`config.mk`:
```
export PLATFORM = sky130hd
export DESIGN_NAME = flag_connector_logic
export DESIGN_NICKNAME = d
export VERILOG_FILES = /design/src/rtl/basic_and_gate.v /design/src/rtl/key_sync.v /design/src/rtl/flag_connector_logic.v
export VERILOG_INCLUDE_DIRS = /design/src /design/src/rtl
export SDC_FILE = /design/constraint.sdc
export NUM_CORES = 1
export LEC_CHECK = 0
export BUFFER_PORTS_ARGS = -buffer_cell sky130_fd_sc_hd__buf_2
export CORE_MARGIN = 1
export CORE_UTILIZATION = 40
export CTS_BUF_LIST = sky130_fd_sc_hd__clkbuf_16
export DETAILED_ROUTE_END_ITERATION = 8
export PLACE_DENSITY = 0.65
export SYNTH_ARGS = -nofsm -noshare
export SYNTH_HDL_FRONTEND = slang
export SYNTH_HIERARCHICAL = 1
export SYNTH_SLANG_ARGS = --single-unit
export TNS_END_PERCENT = 10
```
`constraint.sdc`:
```
create_clock -name CORE_CLK -period 3.61 [get_ports CORE_CLK]
set_clock_uncertainty 0.05 [all_clocks]
set_input_delay 0.5415 -clock CORE_CLK [delete_from_list [all_inputs] [get_ports CORE_CLK]]
set_output_delay 0.5415 -clock CORE_CLK [all_outputs]
set_load 0.005 [all_outputs]
```
`src/rtl/flag_connector_regs.vh`:
```
// Offsets, field positions and reset values for the
// flag and connector block. Assumes inclusion by bare name.
`ifndef FLAG_CONNECTOR_REGS_VH
`define FLAG_CONNECTOR_REGS_VH

// Register byte offsets
`define REG_CTRL          12'h000
`define REG_STATUS        12'h004
`define REG_DFLAG_WR      12'h008
`define REG_DFLAG_RD      12'h00C
`define REG_SHIFT         12'h010
`define REG_KEYS          12'h014
`define REG_GATE_CFG      12'h018
`define REG_GATE_IN       12'h01C
`define REG_AFLAG_WR_BASE 12'h020
`define REG_AFLAG_RD_BASE 12'h040
`define REG_AOUT_SEL_BASE 12'h060
`define REG_AOUT_RD_BASE  12'h068

// Control fields
`define CTRL_RUN          0
`define CTRL_CYCLE        1
`define CTRL_MSG_ACTIVE   2
`define CTRL_CHARSET_USED 3
`define CTRL_CHARSET_CFG  4

// Status fields
`define STAT_FIRST        0
`define STAT_CHARSET      1
`define STAT_GATE_OUT     2
`define STAT_RUN          3

// Analog out source codes
`define AOUT_SRC_FUNC     2'h0
`define AOUT_SRC_AFLAG    2'h1
`define AOUT_SRC_AOUT     2'h2

// Flag positions in the digital flag vector (zero based)
`define FLAG_FIRST_CYCLE  7
`define FLAG_DISP_LIGHT   24
`define FLAG_PANEL_LIGHT  25
`define FLAG_CHARSET      26

`define CTRL_RESET        32'h0000_0000

`endif

```
`src/rtl/basic_and_gate.v`:
```
// Four-input AND of the basic gate list with per-input inversion.
// Assumes open and inversion masks are held stable by the caller.
module basic_and_gate
#(
   parameter N_IN = 4
)
(
   input  wire [N_IN-1:0] in_level,
   input  wire [N_IN-1:0] in_invert,
   input  wire [N_IN-1:0] in_open,
   output wire            and_out
);

   wire [N_IN-1:0] eff;

   genvar g;
   generate
      for (g = 0; g < N_IN; g = g + 1)
      begin : g_in
         assign eff[g] = in_open[g] ? 1'b1 : (in_level[g] ^ in_invert[g]);
      end
   endgenerate

   assign and_out = &eff;

endmodule // basic_and_gate

```
`src/rtl/key_sync.v`:
```
// Two-stage synchroniser for a group of key pins.
// Assumes pins are asynchronous to the clock.
module key_sync
#(
   parameter W = 8
)
(
   input  wire         clk,
   input  wire         rst_b,
   input  wire         ce,
   input  wire [W-1:0] pin,
   output reg  [W-1:0] level
);

   reg [W-1:0] meta;

   always @(posedge clk or negedge rst_b)
   begin
      if (!rst_b)
      begin
         meta  <= {W{1'b0}};
         level <= {W{1'b0}};
      end
      else if (ce)
      begin
         meta  <= pin;
         level <= meta;
      end
   end

endmodule // key_sync

```
`src/rtl/flag_connector_logic.v`:
```
// Flag, connector and basic gate logic paced by a program-cycle strobe.
// Assumes an APB master on CORE_CLK and asynchronous key pins.
//
// Functional notes
// - Twenty-seven digital, six analog flags.
// - Startup flag high in first cycle.
// - Startup flag ordinary flag afterwards.
// - Two flags switch two backlights.
// - Charset flag selects message text set.
// - Unused charset flag uses configured set.
// - Flag outputs show previous cycle value.
// - Shift bits read-only except shift function.
// - Four cursor keys as program inputs.
// - Cursor keys usable in run, messages.
// - Panel and base cursor keys merged.
// - Four panel keys sampled in run.
// - Constant one and zero sources.
// - Basic gate inputs individually invertible.
// - Unused connectors markable as open.
// - AND gives one only all ones.
// - Open AND input reads one.
//
// Design decisions made here: the register addresses and the APB register port.
`include "flag_connector_regs.vh"

module flag_connector_logic
#(
   parameter N_DFLAG = 27,
   parameter N_AFLAG = 6,
   parameter AW      = 16,
   parameter N_AOUT  = 2,
   parameter N_SHIFT = 8
)
(
   // Clock and reset
   input  wire                  CORE_CLK,
   input  wire                  RST_B,
   input  wire                  CLK_EN,
   // APB slave
   input  wire                  PSEL,
   input  wire                  PENABLE,
   input  wire                  PWRITE,
   input  wire [11:0]           PADDR,
   input  wire [31:0]           PWDATA,
   output reg  [31:0]           PRDATA,
   output wire                  PREADY,
   output wire                  PSLVERR,
   // Shift register function
   input  wire                  SHIFT_WE,
   input  wire [N_SHIFT-1:0]    SHIFT_DATA,
   // Analog function result
   input  wire [AW-1:0]         FUNC_ANALOG,
   // Key pins
   input  wire [3:0]            BASE_CURSOR,
   input  wire [3:0]            PANEL_CURSOR,
   input  wire [3:0]            PANEL_KEYS,
   // Program-side outputs
   output reg  [N_DFLAG-1:0]    DFLAG_OUT,
   output wire [N_AFLAG*AW-1:0] AFLAG_OUT,
   output wire [N_AOUT*AW-1:0]  AOUT,
   output wire [3:0]            CURSOR_KEYS,
   output wire [3:0]            FUNC_KEYS,
   output wire                  CONST_ONE_LEVEL,
   output wire                  CONST_ZERO_LEVEL,
   output reg                   GATE_OUT,
   output wire                  DISPLAY_LIGHT,
   output wire                  PANEL_LIGHT,
   output wire                  CHARSET_SET
);

   // Address decode shared by read and write paths
   function [4:0] dec;
      input [11:0] a;
      begin
         if (a == `REG_CTRL)
            dec = 5'h01;
         else if (a == `REG_STATUS)
            dec = 5'h02;
         else if (a == `REG_DFLAG_WR)
            dec = 5'h03;
         else if (a == `REG_DFLAG_RD)
            dec = 5'h04;
         else if (a == `REG_SHIFT)
            dec = 5'h05;
         else if (a == `REG_KEYS)
            dec = 5'h06;
         else if (a == `REG_GATE_CFG)
            dec = 5'h07;
         else if (a == `REG_GATE_IN)
            dec = 5'h08;
         else if (a >= `REG_AFLAG_WR_BASE && a < `REG_AFLAG_WR_BASE + 12'h018
                  && a[1:0] == 2'h0)
            dec = 5'h09;
         else if (a >= `REG_AFLAG_RD_BASE && a < `REG_AFLAG_RD_BASE + 12'h018
                  && a[1:0] == 2'h0)
            dec = 5'h0A;
         else if (a >= `REG_AOUT_SEL_BASE && a < `REG_AOUT_SEL_BASE + 12'h008
                  && a[1:0] == 2'h0)
            dec = 5'h0B;
         else if (a >= `REG_AOUT_RD_BASE && a < `REG_AOUT_RD_BASE + 12'h008
                  && a[1:0] == 2'h0)
            dec = 5'h0C;
         else
            dec = 5'h00;
      end
   endfunction

   function src_ok;
      input [1:0] c;
      begin
         src_ok = (c == `AOUT_SRC_FUNC) || (c == `AOUT_SRC_AFLAG) ||
                  (c == `AOUT_SRC_AOUT);
      end
   endfunction

   wire        acc     = PSEL && PENABLE && CLK_EN;
   wire [4:0]  sel     = dec(PADDR);
   wire        wr      = acc && PWRITE;
   wire [2:0]  idx_a   = PADDR[4:2];
   wire        idx_o   = PADDR[2];

   assign PREADY  = 1'b1;
   assign PSLVERR = acc && (sel == 5'h00);

   reg  [31:0]          ctrl;
   reg  [N_DFLAG-1:0]   dflag_in;
   reg  [N_SHIFT-1:0]   shift_bits;
   reg  [11:0]          gate_cfg;
   reg  [3:0]           gate_in;
   reg                  first_cycle;
   reg  [AW-1:0]        aflag_in  [0:N_AFLAG-1];
   reg  [AW-1:0]        aflag_q   [0:N_AFLAG-1];
   reg  [1:0]           aout_src  [0:N_AOUT-1];
   reg  [2:0]           aout_idx  [0:N_AOUT-1];
   reg  [AW-1:0]        aout_q    [0:N_AOUT-1];
   reg                  cycle_d;

   wire run        = ctrl[`CTRL_RUN];
   wire cyc_tick   = ctrl[`CTRL_CYCLE] && !cycle_d;

   // Key synchronisers
   wire [3:0] base_cur_s;
   wire [3:0] panel_cur_s;
   wire [3:0] panel_key_s;

   key_sync #(.W(12)) u_keys
   (
      .clk   (CORE_CLK),
      .rst_b (RST_B),
      .ce    (CLK_EN),
      .pin   ({PANEL_KEYS, PANEL_CURSOR, BASE_CURSOR}),
      .level ({panel_key_s, panel_cur_s, base_cur_s})
   );

   // cursor keys live in run or message
   wire keys_live = run || ctrl[`CTRL_MSG_ACTIVE];
   assign CURSOR_KEYS = keys_live ? (base_cur_s | panel_cur_s) : 4'h0;
   assign FUNC_KEYS   = run ? panel_key_s : 4'h0;

   assign CONST_ONE_LEVEL  = 1'b1;
   assign CONST_ZERO_LEVEL = 1'b0;

   // Gate config: [3:0] invert, [7:4] open, [11:8] select key sources
   wire [3:0] gate_src;
   genvar s;
   generate
      for (s = 0; s < 4; s = s + 1)
      begin : g_src
         assign gate_src[s] = gate_cfg[8+s] ? CURSOR_KEYS[s] : gate_in[s];
      end
   endgenerate

   wire and_comb;
   basic_and_gate #(.N_IN(4)) u_and
   (
      .in_level  (gate_src),
      .in_invert (gate_cfg[3:0]),
      .in_open   (gate_cfg[7:4]),
      .and_out   (and_comb)
   );

   // Register writes
   integer i;
   always @(posedge CORE_CLK or negedge RST_B)
   begin
      if (!RST_B)
      begin
         ctrl        <= `CTRL_RESET;
         dflag_in    <= {N_DFLAG{1'b0}};
         shift_bits  <= {N_SHIFT{1'b0}};
         gate_cfg    <= 12'h000;
         gate_in     <= 4'h0;
         for (i = 0; i < N_AFLAG; i = i + 1)
            aflag_in[i] <= {AW{1'b0}};
         for (i = 0; i < N_AOUT; i = i + 1)
         begin
            aout_src[i] <= `AOUT_SRC_FUNC;
            aout_idx[i] <= 3'h0;
         end
      end
      else if (CLK_EN)
      begin
         if (wr && sel == 5'h01)
            ctrl <= PWDATA;
         if (wr && sel == 5'h03)
            dflag_in <= PWDATA[N_DFLAG-1:0];
         if (wr && sel == 5'h07)
            gate_cfg <= PWDATA[11:0];
         if (wr && sel == 5'h08)
            gate_in <= PWDATA[3:0];
         if (wr && sel == 5'h09 && idx_a < N_AFLAG)
            aflag_in[idx_a] <= PWDATA[AW-1:0];
         if (wr && sel == 5'h0B && src_ok(PWDATA[1:0]))
         begin
            aout_src[idx_o] <= PWDATA[1:0];
            aout_idx[idx_o] <= PWDATA[6:4];
         end
         if (SHIFT_WE)
            shift_bits <= SHIFT_DATA;
      end
   end

   // Digital flags step once per program cycle
   always @(posedge CORE_CLK or negedge RST_B)
   begin
      if (!RST_B)
      begin
         DFLAG_OUT   <= {N_DFLAG{1'b0}};
         GATE_OUT    <= 1'b0;
         first_cycle <= 1'b1;
         cycle_d     <= 1'b0;
      end
      else if (CLK_EN)
      begin
         cycle_d <= ctrl[`CTRL_CYCLE];
         if (cyc_tick)
         begin
            DFLAG_OUT <= dflag_in;
            DFLAG_OUT[`FLAG_FIRST_CYCLE] <= first_cycle |
                                           dflag_in[`FLAG_FIRST_CYCLE];
            first_cycle <= 1'b0;
            GATE_OUT <= and_comb;
         end
      end
   end

   // Analog flags and outputs take the same strobe
   integer j;
   always @(posedge CORE_CLK or negedge RST_B)
   begin
      if (!RST_B)
      begin
         for (j = 0; j < N_AFLAG; j = j + 1)
            aflag_q[j] <= {AW{1'b0}};
         for (j = 0; j < N_AOUT; j = j + 1)
            aout_q[j] <= {AW{1'b0}};
      end
      else if (CLK_EN && cyc_tick)
      begin
         for (j = 0; j < N_AFLAG; j = j + 1)
            aflag_q[j] <= aflag_in[j];
         for (j = 0; j < N_AOUT; j = j + 1)
         begin
            if (aout_src[j] == `AOUT_SRC_AFLAG)
               aout_q[j] <= aflag_q[aout_idx[j] < N_AFLAG ?
                                    aout_idx[j] : 3'h0];
            else if (aout_src[j] == `AOUT_SRC_AOUT)
               aout_q[j] <= aout_q[aout_idx[j][0]];
            else
               aout_q[j] <= FUNC_ANALOG;
         end
      end
   end

   genvar k;
   generate
      for (k = 0; k < N_AFLAG; k = k + 1)
      begin : g_af
         assign AFLAG_OUT[k*AW +: AW] = aflag_q[k];
      end
      for (k = 0; k < N_AOUT; k = k + 1)
      begin : g_ao
         assign AOUT[k*AW +: AW] = aout_q[k];
      end
   endgenerate

   assign DISPLAY_LIGHT = DFLAG_OUT[`FLAG_DISP_LIGHT];
   assign PANEL_LIGHT   = DFLAG_OUT[`FLAG_PANEL_LIGHT];
   // unused flag falls back to config
   assign CHARSET_SET = ctrl[`CTRL_CHARSET_USED] ?
                        DFLAG_OUT[`FLAG_CHARSET] : ctrl[`CTRL_CHARSET_CFG];

   // Read mux
   always @*
   begin
      PRDATA = 32'h0000_0000;
      if (sel == 5'h01)
         PRDATA = ctrl;
      else if (sel == 5'h02)
      begin
         PRDATA[`STAT_FIRST]    = first_cycle;
         PRDATA[`STAT_CHARSET]  = CHARSET_SET;
         PRDATA[`STAT_GATE_OUT] = GATE_OUT;
         PRDATA[`STAT_RUN]      = run;
      end
      else if (sel == 5'h03)
         PRDATA[N_DFLAG-1:0] = dflag_in;
      else if (sel == 5'h04)
         PRDATA[N_DFLAG-1:0] = DFLAG_OUT;
      else if (sel == 5'h05)
         PRDATA[N_SHIFT-1:0] = shift_bits;
      else if (sel == 5'h06)
         PRDATA[7:0] = {FUNC_KEYS, CURSOR_KEYS};
      else if (sel == 5'h07)
         PRDATA[11:0] = gate_cfg;
      else if (sel == 5'h08)
         PRDATA[3:0] = gate_in;
      else if (sel == 5'h09 && idx_a < N_AFLAG)
         PRDATA[AW-1:0] = aflag_in[idx_a];
      else if (sel == 5'h0A && idx_a < N_AFLAG)
         PRDATA[AW-1:0] = aflag_q[idx_a];
      else if (sel == 5'h0B)
         PRDATA[6:0] = {aout_idx[idx_o], 2'h0, aout_src[idx_o]};
      else if (sel == 5'h0C)
         PRDATA[AW-1:0] = aout_q[idx_o];
   end

endmodule // flag_connector_logic

```
==> impl_results.md <==
* DR WL/cell at 24.5 um
* Drt pass-1 iters at 8
* Total grt overflow at 0
* Multi-input gate area at 10100 um2
* Yosys cell types at 67
* Area after DPL at 22500 um2
* Final non-filler cell total at 2938
* Worst endpoint data arrival time at 2.90 ns
* IO Port Bufs at 286
* First-pass GRT wire length at 108000 um
* Reg2Reg Depth at 7
* CTS H-tree lvls at 2
* FILL cells at 4587
* Critical path endpoint: PRDATA[7]
* Initial DRC count at 1859
* Startpoint Class: input port
* Final period util at a little over nine tenths
* Die width at 226 um
* CP startpoint: PADDR[1]
* # diodes at 0
* P per Cell Area at 387 nW/um2
* # clock sinks at 371
* P_leak at 11.9 nW
* Clock Latency Late Sink at 0.59 ns
* Achievable Freq at between 200 and 300 MHz
* Initial antenna violation count at 2
* Area Growth Syn to Fin at 18.8%
* Die extent in y at roughly 230 um
* Rows at 81
* Clock transition at path regs at 0.06 ns
* Placed Cells at 2857
* Worst Path Max Fanout at 4
* I/O pin count at 290
* Detail Route Antenna Nets at 0
* Largest net degree at the start of global routing at 85
* VDD IR max at 285 uV
* Slew headroom at 19.9%
* All-layer global routing usage at 28.2%
* Final hold vios at 0
* Via Count at 17200
* CORE AREA at just under 50000 um2
* Total Neg Setup Slack at 0 ns
* Final Cell Area at ~24000 um2
* Initial Utilization at 40.8%
* Number of global-route vias before repair at 16800
* Die area at 51200 um2
* Asr flop ratio synth at 100%
* Nets at 2327
* Placer Congestion at 0.930
* Final setup violation count at 0
* R2r endpoint: AOUT[20]
* Buffers inserted by post-CTS timing repair at 0
* Power, Total at 0.00924 W
* CTS Buffer Depth at 3
* Status: complete, no violations
* Dominant synthesized flop cell: dfrtp_1
* Share of the synthesized area in the top cell type at 46.0%
* Root Driver: clkbuf_16
* Final Util at 48.5%
* Reg area at between 9000 and 10000 um2
* Synth Area per Inst at 10.2 um2
* CTS tree: built
* Number of vias per cell at 5.86
* Largest cells by area after synthesis: dfrtp_1 (46%), mux2_2 (13%), nand2_1 (8.5%), mux2i_1 (5.7%), mux4_2 (3.0%)
* Critical Path RT at 3.02 ns
* Worst min-delay path class: input port to register
* FF-to-FF Start: aout_idx[1]
* Layout cells sized above 1 at around 33%
* Max-Cap Viols at 0
* Post-synthesis cell area at between 20000 and 25000 um2
* Setup crit end kind: primary output
* TritonCTS Buffers at 44
* Post-synth EDFFs at 0
* # DRC at 0
* Unrepaired setup endpoints after global routing: no
* Slew @ Worst Pin at 1.20 ns
* Flops & latches, synth at about 370
* Slew Limit Fails at 0
* WL final at 72000 um
* Crit Path Class: input port to primary output
* Reg-to-reg slack, setup at 1.00 ns
* DP HPWL at approximately 52000 um
* Gate Count Post-Synth at approximately 2000
* Tmin final at 3.49 ns
* Sequential fraction of the synthesis area at 46.2%
* Yosys top cell by area: dfrtp_1
* Syn. warnings at 6
[logic make-up after synthesis]
group	synth area share (%)
AND/OR/NAND/NOR	13.4
multiplexers	23.9
AO/OA/AOI/OAI	12.5
flip-flops	46.2
buffers and inverters	3.77
XOR/XNOR	0.174
other	0.0373
[flip-flops by register name, summed over array words and instances (netlist names)]
name	flops
dflag_in	27
AOUT	32
cycle_d	1
gate_in	4
aout_src	4
gate_cfg	12
GATE_OUT	1
u_keys/meta	12
aout_idx	6
AFLAG_OUT	96
ctrl	32
aflag_in	96
shift_bits	8
u_keys/level	12
DFLAG_OUT	27
first_cycle	1
[what timing repair did]
| action | CTS | global route |
|---|---|---|
| gates resized for setup | 0 | 1 |
| hold buffers | 1 | 0 |
| setup endpoints to repair | 0 | 1 |
| hold endpoints to repair | 78 | 0 |
[Yosys cell counts (8+ instances only)]
library cell and instances:
and2_1 12, buf_2 25, a21oi_1 89, buf_1 23
a211oi_1 39, o221ai_1 9, clkbuf_1 94, o21ai_0 81
mux2_2 228, mux2_4 30, a21o_1 8, o22ai_1 83
dfrtp_1 370, nor3_1 17, a221oi_1 20, mux2i_1 114
nand2b_1 19, o31ai_1 17, nor2b_1 8, nand3_1 9
nor2_1 78, o22a_1 16, inv_1 8, nand2_1 456
mux4_2 27
[placed cells by master (no fill, tap or decap), drive strengths merged, types with 4 or more instances in the layout]
cell / n
a211oi: 39
a21o: 8
a21oi: 89
a221oi: 20
and2: 12
buf: 374
bufinv: 4
clkbuf: 45
clkinv: 19
dfrtp: 370
inv: 19
mux2: 261
mux2i: 114
mux4: 27
nand2: 461
nand2b: 19
nand3: 10
nor2: 84
nor2b: 8
nor3: 20
nor4: 6
o21ai: 81
o221ai: 9
o22a: 16
o22ai: 83
o31ai: 17
xor2: 4
[power breakdown]
part	switching (W)	internal, W
registers	0.0000371	0.00421
logic	0.000360	0.000221
clock network	0.00186	0.00255
total	0.00226	0.00698
[how the worst min path moves through the flow]
stage | start | endpoint | slack (ns) | depth (start not counted)
final | PANEL_CURSOR[1] | u_keys/meta[5] | 0.15 | 2
after global routing | SHIFT_DATA[5] | shift_bits[5] | 0.14 | 2
after CTS | PANEL_KEYS[1] | u_keys/meta[9] | 0.13 | 2
after detailed placement | dflag_in[9] | DFLAG_OUT[9] | 0.42 | 2
after global placement | dflag_in[19] | DFLAG_OUT[19] | 0.41 | 2
after floorplan | RST_B | AFLAG_OUT[0] | 0.20 | 0
[metrics by stage]
stage	setup WS [ns]	hold WS, ns
finish	0.121	0.150
global route	0.0351	0.142
CTS	0.0867	0.130
detailed placement	0.103	0.422
global placement	0.0461	0.414
floorplan	0.787	0.196
[area by class of cell]
type / count / share of cell area, %
inverter: 10 / 0.157
sequential: 371 / 38.9
clock buffer: 45 / 4.71
timing repair buffer: 375 / 9.35
tap: 664 / 3.48
multi-input combinational: 1438 / 42.3
clock inverter: 35 / 1.17
[metal layers]
metal,vias up,GRT usage [%],part of all wire (%)
met5,-,0,0.042
met4,4,8.94,3.1
met3,143,6.15,8.7
met2,872,42.1,44
met1,8575,40.5,44
li1,7615,-,-
[worst max-delay path: stages]
cell and delay [ns]:
buf_2 0.12, or3b_2 0.51, buf_4 0.18, nor4_1 0.40
a21oi_1 0.12, o22a_1 0.22, a221o_1 0.27, o311ai_0 0.27
buf_2 0.26
No activity file was read; power rests on OpenSTA's default activity.
